File: config.mk
export PLATFORM = sky130hd
export DESIGN_NAME = srpp_port
export DESIGN_NICKNAME = d
export VERILOG_FILES = /design/src/srpp_pkg.sv /design/src/srpp_in_sync.sv /design/src/srpp_port.sv
export VERILOG_INCLUDE_DIRS = /design/src /design/src/src
export SDC_FILE = /design/constraint.sdc
export NUM_CORES = 1
export LEC_CHECK = 0
export BUFFER_PORTS_ARGS = -buffer_cell sky130_fd_sc_hd__buf_2
export CAP_MARGIN = 5
export CELL_PAD_IN_SITES_DETAIL_PLACEMENT = 0
export CELL_PAD_IN_SITES_GLOBAL_PLACEMENT = 1
export CORE_ASPECT_RATIO = 0.8
export CORE_MARGIN = 2
export CORE_UTILIZATION = 47
export DETAILED_ROUTE_END_ITERATION = 10
export GPL_ROUTABILITY_DRIVEN = 0
export PLACE_DENSITY_LB_ADDON = 0.08
export SYNTH_ARGS = -nofsm -noshare
export SYNTH_HDL_FRONTEND = slang
export SYNTH_SLANG_ARGS = --single-unit
File: constraint.sdc
create_clock -name clk -period 2.1 [get_ports clk]
set_input_delay 0.315 -clock clk [delete_from_list [all_inputs] [get_ports clk]]
set_output_delay 0.315 -clock clk [all_outputs]
set_load 0.01 [all_outputs]
File: src/srpp_consts.svh
// constants of the serial register programming port
`ifndef SRPP_CONSTS_SVH
`define SRPP_CONSTS_SVH
`define SRPP_WORD_W 32
`define SRPP_ADDR_W 4
`define SRPP_DATA_W 28
`define SRPP_ADDR_LSB 0
`define SRPP_DATA_LSB 4
`define SRPP_NUM_REGS 16
`define SRPP_ADDR_CAL 4'h0
`define SRPP_ADDR_DIVSYNC 4'h4
`define SRPP_ADDR_RESET 4'h7
`define SRPP_DIV_SYNC_A 6'h04
`define SRPP_DIV_SYNC_B 6'h05
`define SRPP_REG_DEFAULT 28'h0000000
`define SRPP_SYNC_STAGES 3
`endif

File: src/srpp_pkg.sv
// types of the serial register programming port
package srpp_pkg;
    typedef logic [3:0] srpp_addr_t;
    typedef logic [27:0] srpp_data_t;
    typedef logic [31:0] srpp_word_t;
    typedef logic [5:0] srpp_div_t;
endpackage

File: src/srpp_in_sync.sv
// three-stage input synchroniser with agreement filter and edge pulses
`timescale 1ns/10ps
module srpp_in_sync #(
    parameter bit INIT = 1'b0
) (
    input wire logic clk,
    input wire logic srst,
    input wire logic din,
    output logic level,
    output logic rise,
    output logic fall
);
    logic s1_reg, s2_reg, s3_reg, level_reg, rise_reg, fall_reg;
    logic level_next, rise_next, fall_next;

    // level follows the input only once stages two and three agree; edges come from level
    always_comb begin
        level_next = (s2_reg == s3_reg) ? s3_reg : level_reg;
        rise_next = level_next & ~level_reg;
        fall_next = ~level_next & level_reg;
    end

    // synchroniser chain and edge flags
    always_ff @(posedge clk) begin
        if (srst) begin
            s1_reg <= INIT;
            s2_reg <= INIT;
            s3_reg <= INIT;
            level_reg <= INIT;
            rise_reg <= 1'b0;
            fall_reg <= 1'b0;
        end else begin
            s1_reg <= din;
            s2_reg <= s1_reg;
            s3_reg <= s2_reg;
            level_reg <= level_next;
            rise_reg <= rise_next;
            fall_reg <= fall_next;
        end
    end

    assign level = level_reg;
    assign rise = rise_reg;
    assign fall = fall_reg;
endmodule // srpp_in_sync

File: src/srpp_port.sv
// serial register programming port: shift register, register bank, event pulses
`timescale 1ns/10ps
`include "srpp_consts.svh"
module srpp_port (
    input wire logic clk,
    input wire logic srst,
    input wire logic serialClk,
    input wire logic serialData,
    input wire logic loadStrobe,
    input wire logic fullChipMode,
    input wire logic rfOutEnable,
    input wire logic [5:0] outputDividerValue,
    input wire logic [3:0] cfgRdAddr,
    output logic [27:0] cfgRdData,
    output logic wrPulse,
    output logic [3:0] wrAddr,
    output logic [27:0] wrData,
    output logic restorePulse,
    output logic calStartPulse,
    output logic divSyncPulse
);
    logic [2:0] pinIn, pinLevel, pinRise, pinFall;
    logic sclkRise, sdataLevel, strobeLevel, strobeRise, strobeFall;

    assign pinIn = {loadStrobe, serialData, serialClk};

    // one synchroniser per pin; strobe idles high
    generate
        for (genvar i = 0; i < `SRPP_SYNC_STAGES; i++) begin : g_sync
            srpp_in_sync #(.INIT(i == 2)) u_sync (
                .clk(clk),
                .srst(srst),
                .din(pinIn[i]),
                .level(pinLevel[i]),
                .rise(pinRise[i]),
                .fall(pinFall[i])
            );
        end
    endgenerate

    assign sclkRise = pinRise[0];
    assign sdataLevel = pinLevel[1];
    assign strobeLevel = pinLevel[2];
    assign strobeRise = pinRise[2];
    assign strobeFall = pinFall[2];

    // field decode used by several processes
    function automatic srpp_pkg::srpp_addr_t addrOf(input srpp_pkg::srpp_word_t w);
        addrOf = w[`SRPP_ADDR_LSB +: `SRPP_ADDR_W];
    endfunction

    function automatic srpp_pkg::srpp_data_t dataOf(input srpp_pkg::srpp_word_t w);
        dataOf = w[`SRPP_DATA_LSB +: `SRPP_DATA_W];
    endfunction

    srpp_pkg::srpp_word_t shift_reg, shift_next;
    logic wrPulse_reg, wrPulse_next;
    srpp_pkg::srpp_addr_t wrAddr_reg, wrAddr_next;
    srpp_pkg::srpp_data_t wrData_reg, wrData_next;
    logic restorePend_reg, restorePend_next;
    logic calPend_reg, calPend_next;
    logic restorePulse_reg, restorePulse_next;
    logic calStartPulse_reg, calStartPulse_next;
    logic divSyncPulse_reg, divSyncPulse_next;
    logic divIsSync;

    assign divIsSync = (outputDividerValue == `SRPP_DIV_SYNC_A) ||
                       (outputDividerValue == `SRPP_DIV_SYNC_B);

    // next state of shift register, latch and event logic
    always_comb begin
        shift_next = shift_reg;
        wrPulse_next = 1'b0;
        wrAddr_next = wrAddr_reg;
        wrData_next = wrData_reg;
        restorePend_next = restorePend_reg;
        calPend_next = calPend_reg;
        restorePulse_next = 1'b0;
        calStartPulse_next = 1'b0;
        divSyncPulse_next = 1'b0;
        if (!strobeLevel && sclkRise) begin
            shift_next = {shift_reg[30:0], sdataLevel};
        end
        if (strobeRise) begin
            wrPulse_next = 1'b1;
            wrAddr_next = addrOf(shift_reg);
            wrData_next = dataOf(shift_reg);
            restorePend_next = (addrOf(shift_reg) == `SRPP_ADDR_RESET);
            calPend_next = (addrOf(shift_reg) == `SRPP_ADDR_CAL);
            divSyncPulse_next = (addrOf(shift_reg) == `SRPP_ADDR_DIVSYNC) &&
                                rfOutEnable && divIsSync;
        end
        if (strobeFall) begin
            restorePulse_next = restorePend_reg;
            calStartPulse_next = calPend_reg && fullChipMode;
            restorePend_next = 1'b0;
            calPend_next = 1'b0;
        end
    end

    // control registers
    always_ff @(posedge clk) begin
        if (srst) begin
            shift_reg <= '0;
            wrPulse_reg <= 1'b0;
            wrAddr_reg <= '0;
            wrData_reg <= '0;
            restorePend_reg <= 1'b0;
            calPend_reg <= 1'b0;
            restorePulse_reg <= 1'b0;
            calStartPulse_reg <= 1'b0;
            divSyncPulse_reg <= 1'b0;
        end else begin
            shift_reg <= shift_next;
            wrPulse_reg <= wrPulse_next;
            wrAddr_reg <= wrAddr_next;
            wrData_reg <= wrData_next;
            restorePend_reg <= restorePend_next;
            calPend_reg <= calPend_next;
            restorePulse_reg <= restorePulse_next;
            calStartPulse_reg <= calStartPulse_next;
            divSyncPulse_reg <= divSyncPulse_next;
        end
    end

    // register bank with restore to defaults
    srpp_pkg::srpp_data_t bank [`SRPP_NUM_REGS];
    srpp_pkg::srpp_data_t bank_next [`SRPP_NUM_REGS];
    srpp_pkg::srpp_data_t cfgRdData_reg, cfgRdData_next;

    // next bank contents: a restore clears every entry, a load writes one
    always_comb begin
        bank_next = bank;
        if (strobeFall && restorePend_reg) begin
            for (int k = 0; k < `SRPP_NUM_REGS; k++) begin
                bank_next[k] = `SRPP_REG_DEFAULT;
            end
        end else if (strobeRise) begin
            bank_next[addrOf(shift_reg)] = dataOf(shift_reg);
        end
    end

    // bank storage
    always_ff @(posedge clk) begin
        if (srst) begin
            for (int k = 0; k < `SRPP_NUM_REGS; k++) begin
                bank[k] <= `SRPP_REG_DEFAULT;
            end
        end else begin
            bank <= bank_next;
        end
    end

    // read port mux
    always_comb begin
        cfgRdData_next = bank[cfgRdAddr];
    end

    // read port register
    always_ff @(posedge clk) begin
        if (srst) begin
            cfgRdData_reg <= '0;
        end else begin
            cfgRdData_reg <= cfgRdData_next;
        end
    end

    assign cfgRdData = cfgRdData_reg;
    assign wrPulse = wrPulse_reg;
    assign wrAddr = wrAddr_reg;
    assign wrData = wrData_reg;
    assign restorePulse = restorePulse_reg;
    assign calStartPulse = calStartPulse_reg;
    assign divSyncPulse = divSyncPulse_reg;
endmodule // srpp_port

==> metrics.txt, run 1 <==
Pins Over Slew Limit=0; Die ar.=0.0506 mm²; cell count after synthesis=between 2000 and 3000; grt total ovfl=0; Crit path arrival time=~2500 ps; First DRT Iteration DRCs=2041; count of final setup violators=0; starting density of the core=a little under half; hold depth=3; logic depth of the worst register-to-register path=5; Fmax=~0.52 GHz; required time worst endpoint=about 2600 ps; Hold Fails Final Rpt=0; fill count=approximately 4400; cell class contributing the biggest share of worst-path delay=buffers and inverters; net count of the finished layout=2827; average size of a mapped cell=just over 8 µm²; global-route wire length before repair=between 100 and 150 mm; routed vias=19700; setup slack of the worst register-to-register path=approximately 180 ps; final clock period utilization by the worst path=about nine tenths; Skew-Pair Late Insertion Delay=roughly 610 ps; Port Buffer Count=between 70 and 80; class of the most critical hold timing path=input pin to flop; slew at the pin with the worst max-slew slack=a little over 900 ps; mapped cell area=0.0229 mm²; number of primary I/O pins=just over 80; Setup TNS=0 ps; worst flop-to-flop path endpoint=bank[358]; share of async-settable or async-resettable flops after synthesis=0%; vertical extent of the die=roughly 200 µm; static leakage power=roughly 9.2 nW; post-route minimum period=~1900 ps; number of distinct standard cells referenced by the synthesized netlist=41; startpoint type of the worst setup path=flop; detail-routed via count per cell=~5.6; average wire per standard cell=21.3 µm; leading register cell type out of synthesis=sky130_fd_sc_hd__dfxtp_1; TritonCTS clock tree=yes; DRC violations left=0; Pwr per Cell Area=between 800 and 900 mW/mm²; layout cell share with drive strength beyond 1=between 10 and 15%; max FFs per register=around 450; antenna violations before repair=1; worst stage delay on the critical path=between 600 and 700 ps; root buffer selected by CTS=sky130_fd_sc_hd__clkbuf_16; number of cell rows=72; sum of routed wire length over all layers=between 70 and 80 mm; core region area=roughly 0.048 mm²; synthesized net count=around 2800; cell taking the most area after synthesis=sky130_fd_sc_hd__dfxtp_1; CTS Sinks=561; register clock-pin slew on the reported worst setup and hold paths=60 ps; post-synthesis sequential element count=561; share of the core filled with cells in the final layout=54.3%; maxcap violations=0; area delta synth->final=14.3%; RSZ-0062 raised after global routing=no; end point of the most critical hold path=bank[202]; run status=completed; register area share after synthesis=between 40% and 50%; clock tree skew after final layout=about 17 ps; Reg2Reg Launch Point=shift_reg[3]; Slew HR=between 30% and 40%; number of H-tree levels=2; final antenna diode count=0; top cells by area, synth=sky130_fd_sc_hd__dfxtp_1 49%, sky130_fd_sc_hd__nand2_1 17%, sky130_fd_sc_hd__a21oi_1 11%; Inserted Clock Buffers=56; number of buffer and inverter stages on the critical path=2; category of the most critical setup path=flop to flop; VDD IR-drop max=roughly 0.63 mV; maximum number of buffers from clock root to sink=3; count of flip-flops with a built-in enable after synthesis=0; pin count of the biggest net entering global routing=89; number of nets with antenna violations after detailed routing=0; ordered cell list for the critical path=buf_4 -> or3_1 -> buf_4 -> nand2_1 -> a21oi_1; standard cell with the maximum stage delay on the critical path=sky130_fd_sc_hd__dfxtp_1; CP most frequent cell=sky130_fd_sc_hd__buf_4; crit path capture type=flop; area fraction of the dominant cell type after synthesis=between 40% and 50%; GRT Total Usage=about 29%; detailed-routing iteration count for the pre-antenna-repair pass=6; width of the chip=approximately 250 µm; detailed-placement wirelength estimate=between 40 and 50 mm; largest fanout on the critical path=28; Resized cells post-CTS=0; via count of the first global-routing pass=between 15000 and 20000; Synth Warn #=0; Hold Crit Start=srst
synth_stat cells (2+ instances only):
library cell,count
sky130_fd_sc_hd__nor2_2,5
sky130_fd_sc_hd__nand3_1,3
sky130_fd_sc_hd__nor2_1,38
sky130_fd_sc_hd__clkbuf_1,154
sky130_fd_sc_hd__nand2_2,3
sky130_fd_sc_hd__nand3_2,5
sky130_fd_sc_hd__mux2i_1,237
sky130_fd_sc_hd__nand2_1,1018
sky130_fd_sc_hd__and2_1,2
sky130_fd_sc_hd__nor3_4,7
sky130_fd_sc_hd__a221oi_1,9
sky130_fd_sc_hd__nand2b_1,3
sky130_fd_sc_hd__inv_1,3
sky130_fd_sc_hd__nor2b_1,11
sky130_fd_sc_hd__or3_1,2
sky130_fd_sc_hd__buf_4,30
sky130_fd_sc_hd__nor3_1,5
sky130_fd_sc_hd__dfxtp_1,561
sky130_fd_sc_hd__o21ai_0,20
sky130_fd_sc_hd__or2_2,4
sky130_fd_sc_hd__o22ai_1,19
sky130_fd_sc_hd__mux4_2,9
sky130_fd_sc_hd__a21oi_1,486
sky130_fd_sc_hd__buf_2,64
sky130_fd_sc_hd__a22oi_1,94
sky130_fd_sc_hd__buf_1,10
cells in the final DEF (no fill, tap or decap), drive strengths merged, types with 3 or more instances in the layout:
cell type / netlist / routed
nor2: 44 / 44
a221oi: 9 / 9
nand2: 1021 / 1021
o22ai: 19 / 19
buf: 104 / 185
a21oi: 486 / 486
dlygate4sd3: 0 / 8
clkbuf: 154 / 84
clkinv: 0 / 11
nor3: 12 / 12
nor2b: 11 / 11
dfxtp: 561 / 561
nand2b: 4 / 4
a22oi: 94 / 94
inv: 3 / 3
bufinv: 0 / 4
mux4: 9 / 9
or2: 5 / 5
mux2i: 237 / 237
o21ai: 20 / 20
nand3: 8 / 8
how the worst max path moves through the flow:
stage / start / endpoint / depth (start not counted)
after floorplan: shift_reg[3] / bank[399] / 6
after global placement: cfgRdAddr[0] / cfgRdData[22] / 6
after global routing: shift_reg[3] / bank[363] / 5
after CTS: shift_reg[3] / bank[358] / 5
after detailed placement: cfgRdAddr[0] / cfgRdData[22] / 6
final: shift_reg[3] / bank[358] / 5
stage by stage:
stage | setup WS [ps] | hold slack, ps | cells | total power, mW | area [µm²]
after global placement | 217 | 399 | 3373 | 11.9 | 24300
final | 185 | 186 | 3480 | 21.8 | 26200
after floorplan | 591 | 389 | 2817 | 11.5 | 22900
after detailed placement | 229 | 400 | 3373 | 11.9 | 24300
after CTS | 205 | 158 | 3480 | 21.9 | 26200
after global routing | 35.7 | 201 | 3480 | 22.4 | 26200
power breakdown:
group	total (mW)	switching [mW]	internal, mW
Clock	10.1	4.22	5.89
Sequential	10.7	0.0257	10.7
Combinational	0.945	0.602	0.343
worst register-to-register path, delay by kind of cell, from the launching register on:
family | cells | cell delay [ps]
compound gates | 1 | 170
simple gates | 2 | 270
flops | 1 | 650
buf+inv | 2 | 760
cell type report:
type                            count  area [µm²]  area share (%)
Sequential cell                   561       11200            42.9
Multi-Input combinational cell   1995       10600            40.3
Timing Repair Buffer              193        1780            6.81
Clock buffer                       84        1660            6.33
Tap cell                          629         787            3.00
Clock inverter                     15         175           0.668
Inverter                            3        11.3          0.0430
per-layer routing:
metal / part of all wire [%] / GRT usage [%]
met1: 45 / 41.0
met2: 45 / 46.3
met3: 7.6 / 3.95
met4: 2.4 / 8.04
met5: 0 / 0
repair_timing:
item | CTS | global route
buffers inserted | 0 | 0
hold buffers | 8 | 0
hold endpoints to repair | 5 | 0
cell families (layout without fill, tap and decap cells):
kind of cell           after synthesis  in the layout  synth area share, %
flip-flops                         561            561                 49.0
AO/OA/AOI/OAI                      630            630                 15.1
buffers and inverters              261            295                 5.11
AND/OR/NAND/NOR                   1119           1119                 19.6
multiplexers                       246            246                 11.2
Note: power is estimated with default switching activity, not from simulation.
==> run 2: changes to the inputs <==
Settings changed: CORE_MARGIN 2 to unset.
==> metrics.txt, run 2 (same netlist as run 1, synthesis figures left out) <==
via count of the first global-routing pass=18600; global-route wire length before repair=roughly 110 mm; power spent charging and discharging nets=4.90 mW; required time worst endpoint=between 2000 and 3000 ps; First DRT Iteration DRCs=1833; end point of the most critical hold path=cfgRdData[5]; switching share of total power=between 20 and 25%; count of final setup violators=0; GRT Total Usage=between 20% and 30%; Resized cells post-CTS=0; TritonCTS clock tree=yes; detailed-placement wirelength estimate=roughly 42 mm; maxcap violations=0; Pwr per Cell Area=832 mW/mm²; vertical extent of the die=~200 µm; smallest setup slack after layout=between 100 and 150 ps; number of primary I/O pins=81; starting density of the core=48.2%; root buffer selected by CTS=sky130_fd_sc_hd__clkbuf_16; number of nets with antenna violations after detailed routing=0; detailed-routing iteration count for the pre-antenna-repair pass=6; detail-routed via count per cell=approximately 5.6; Skew-Pair Late Insertion Delay=just over 600 ps; CTS Sinks=between 500 and 600; setup slack at placement=~150 ps; Die ar.=between 0.04 and 0.05 mm²; final clock period utilization by the worst path=94.5%; final cell count without fillers=3465; startpoint type of the worst setup path=flop; net count of the finished layout=2819; Reg2Reg Launch Point=shift_reg[0]; hold depth=4; number of H-tree levels=2; Pins Over Slew Limit=0; RSZ-0062 raised after global routing=no; layout cell share with drive strength beyond 1=11.1%; clock network power share=46.5%; VDD IR-drop max=0.646 mV; Slew HR=39.1%; core region area=between 0.04 and 0.05 mm²; antenna violations before repair=0; clock tree skew after final layout=~16 ps; smallest hold slack=around 250 ps; worst flop-to-flop path endpoint=bank[415]; average wire per standard cell=about 21 µm; number of cell rows=71; worst stage delay on the critical path=between 500 and 600 ps; final antenna diode count=0; width of the chip=249 µm; ordered cell list for the critical path=nand2_2 -> or4_1 -> buf_4 -> nand2_1 -> a21oi_1; setup slack of the worst register-to-register path=120 ps; register clock-pin slew on the reported worst setup and hold paths=60 ps; Fmax=roughly 0.50 GHz; setup fix buffers added after clock tree synthesis=0; standard cell with the maximum stage delay on the critical path=sky130_fd_sc_hd__dfxtp_1; DRC violations left=0; Port Buffer Count=79; post-route minimum period=1980 ps; Sequential Power Share=49.2%; most used cells in the layout excluding fill and tap cells=1018 x sky130_fd_sc_hd__nand2_1, 560 x sky130_fd_sc_hd__dfxtp_1, 486 x sky130_fd_sc_hd__a21oi_1; crit path capture type=flop; Cell Count Post-Placement=about 3400; sum of routed wire length over all layers=73.7 mm; Inserted Clock Buffers=56; grt total ovfl=0; Hold Fails Final Rpt=0; run status=completed; Crit path arrival time=2450 ps; most common library cell in the layout ignoring fill and taps=sky130_fd_sc_hd__nand2_1; relative contribution of combinational cells to total power=under 10%; max FFs per register=between 400 and 500; class of the most critical hold timing path=input pin to flop; largest fanout on the critical path=28; logic depth of the worst register-to-register path=5; Hold Crit Start=cfgRdAddr[3]; cell-internal power=around 17 mW; category of the most critical setup path=flop to flop; pin count of the biggest net entering global routing=85; Design Power=21.8 mW; routed vias=approximately 20000; maximum number of buffers from clock root to sink=3; area delta synth->final=14.1%; number of buffers inserted for hold repair after clock tree synthesis=8; slew at the pin with the worst max-slew slack=913 ps; static leakage power=between 9 and 10 nW; Setup TNS=0 ps
run 2: final cells by class:
| type | count | area, µm² |
|---|---|---|
| fillers | 4297 | 21400 |
| flip-flops and latches | 561 | 11200 |
| multi-input cells | 1995 | 10600 |
| repair buffers | 185 | 1720 |
| clock buffers | 84 | 1720 |
| well taps | 620 | 776 |
| clock inverters | 17 | 139 |
| inverters | 3 | 11.3 |
run 2: per-stage QoR:
| step | instance area [µm²] | util (%) |
|---|---|---|
| floorplan | 22900 | - |
| global placement | 24200 | 51.0 |
| detailed placement | 24200 | 51.0 |
| CTS | 26200 | 55.0 |
| global route | 26200 | 55.0 |
| finish | 26200 | 55.0 |
run 2: layer usage:
layer	share of wire [%]	wire (µm)	global-route usage [%]	up-vias
met5	0	0	0	-
li1	-	-	-	9331
met3	8.0	5900	4.62	120
met4	2.6	1930	10.1	0
met1	44	32500	40.6	9356
met2	45	33300	47.2	711
run 2: how the worst max path moves through the flow:
stage	depth (start not counted)	slack [ps]	start	to
after floorplan	6	590	shift_reg[3]	bank[399]
after global placement	5	200	shift_reg[0]	bank[416]
after detailed placement	5	150	shift_reg[0]	bank[405]
after CTS	5	130	shift_reg[0]	bank[415]
after global routing	5	4	shift_reg[1]	divSyncPulse
final	5	120	shift_reg[0]	bank[415]
run 2: critical path: cells and delay by family, from the launching register on:
kind                   cells  cell delay, ps
AOI/OAI and AO/OA          1              80
buffers and inverters      1             320
DFF                        1             580
and+or+nand+nor            3             860
run 2: power by group through the flow:
stage	Sequential [mW]	Combinational, mW	Clock [mW]
global placement	10.9	0.913	0
CTS	10.7	0.928	10.3
floorplan	11.0	0.547	0
global route	10.7	0.982	10.7
finish	10.7	0.933	10.1
detailed placement	10.9	0.917	0
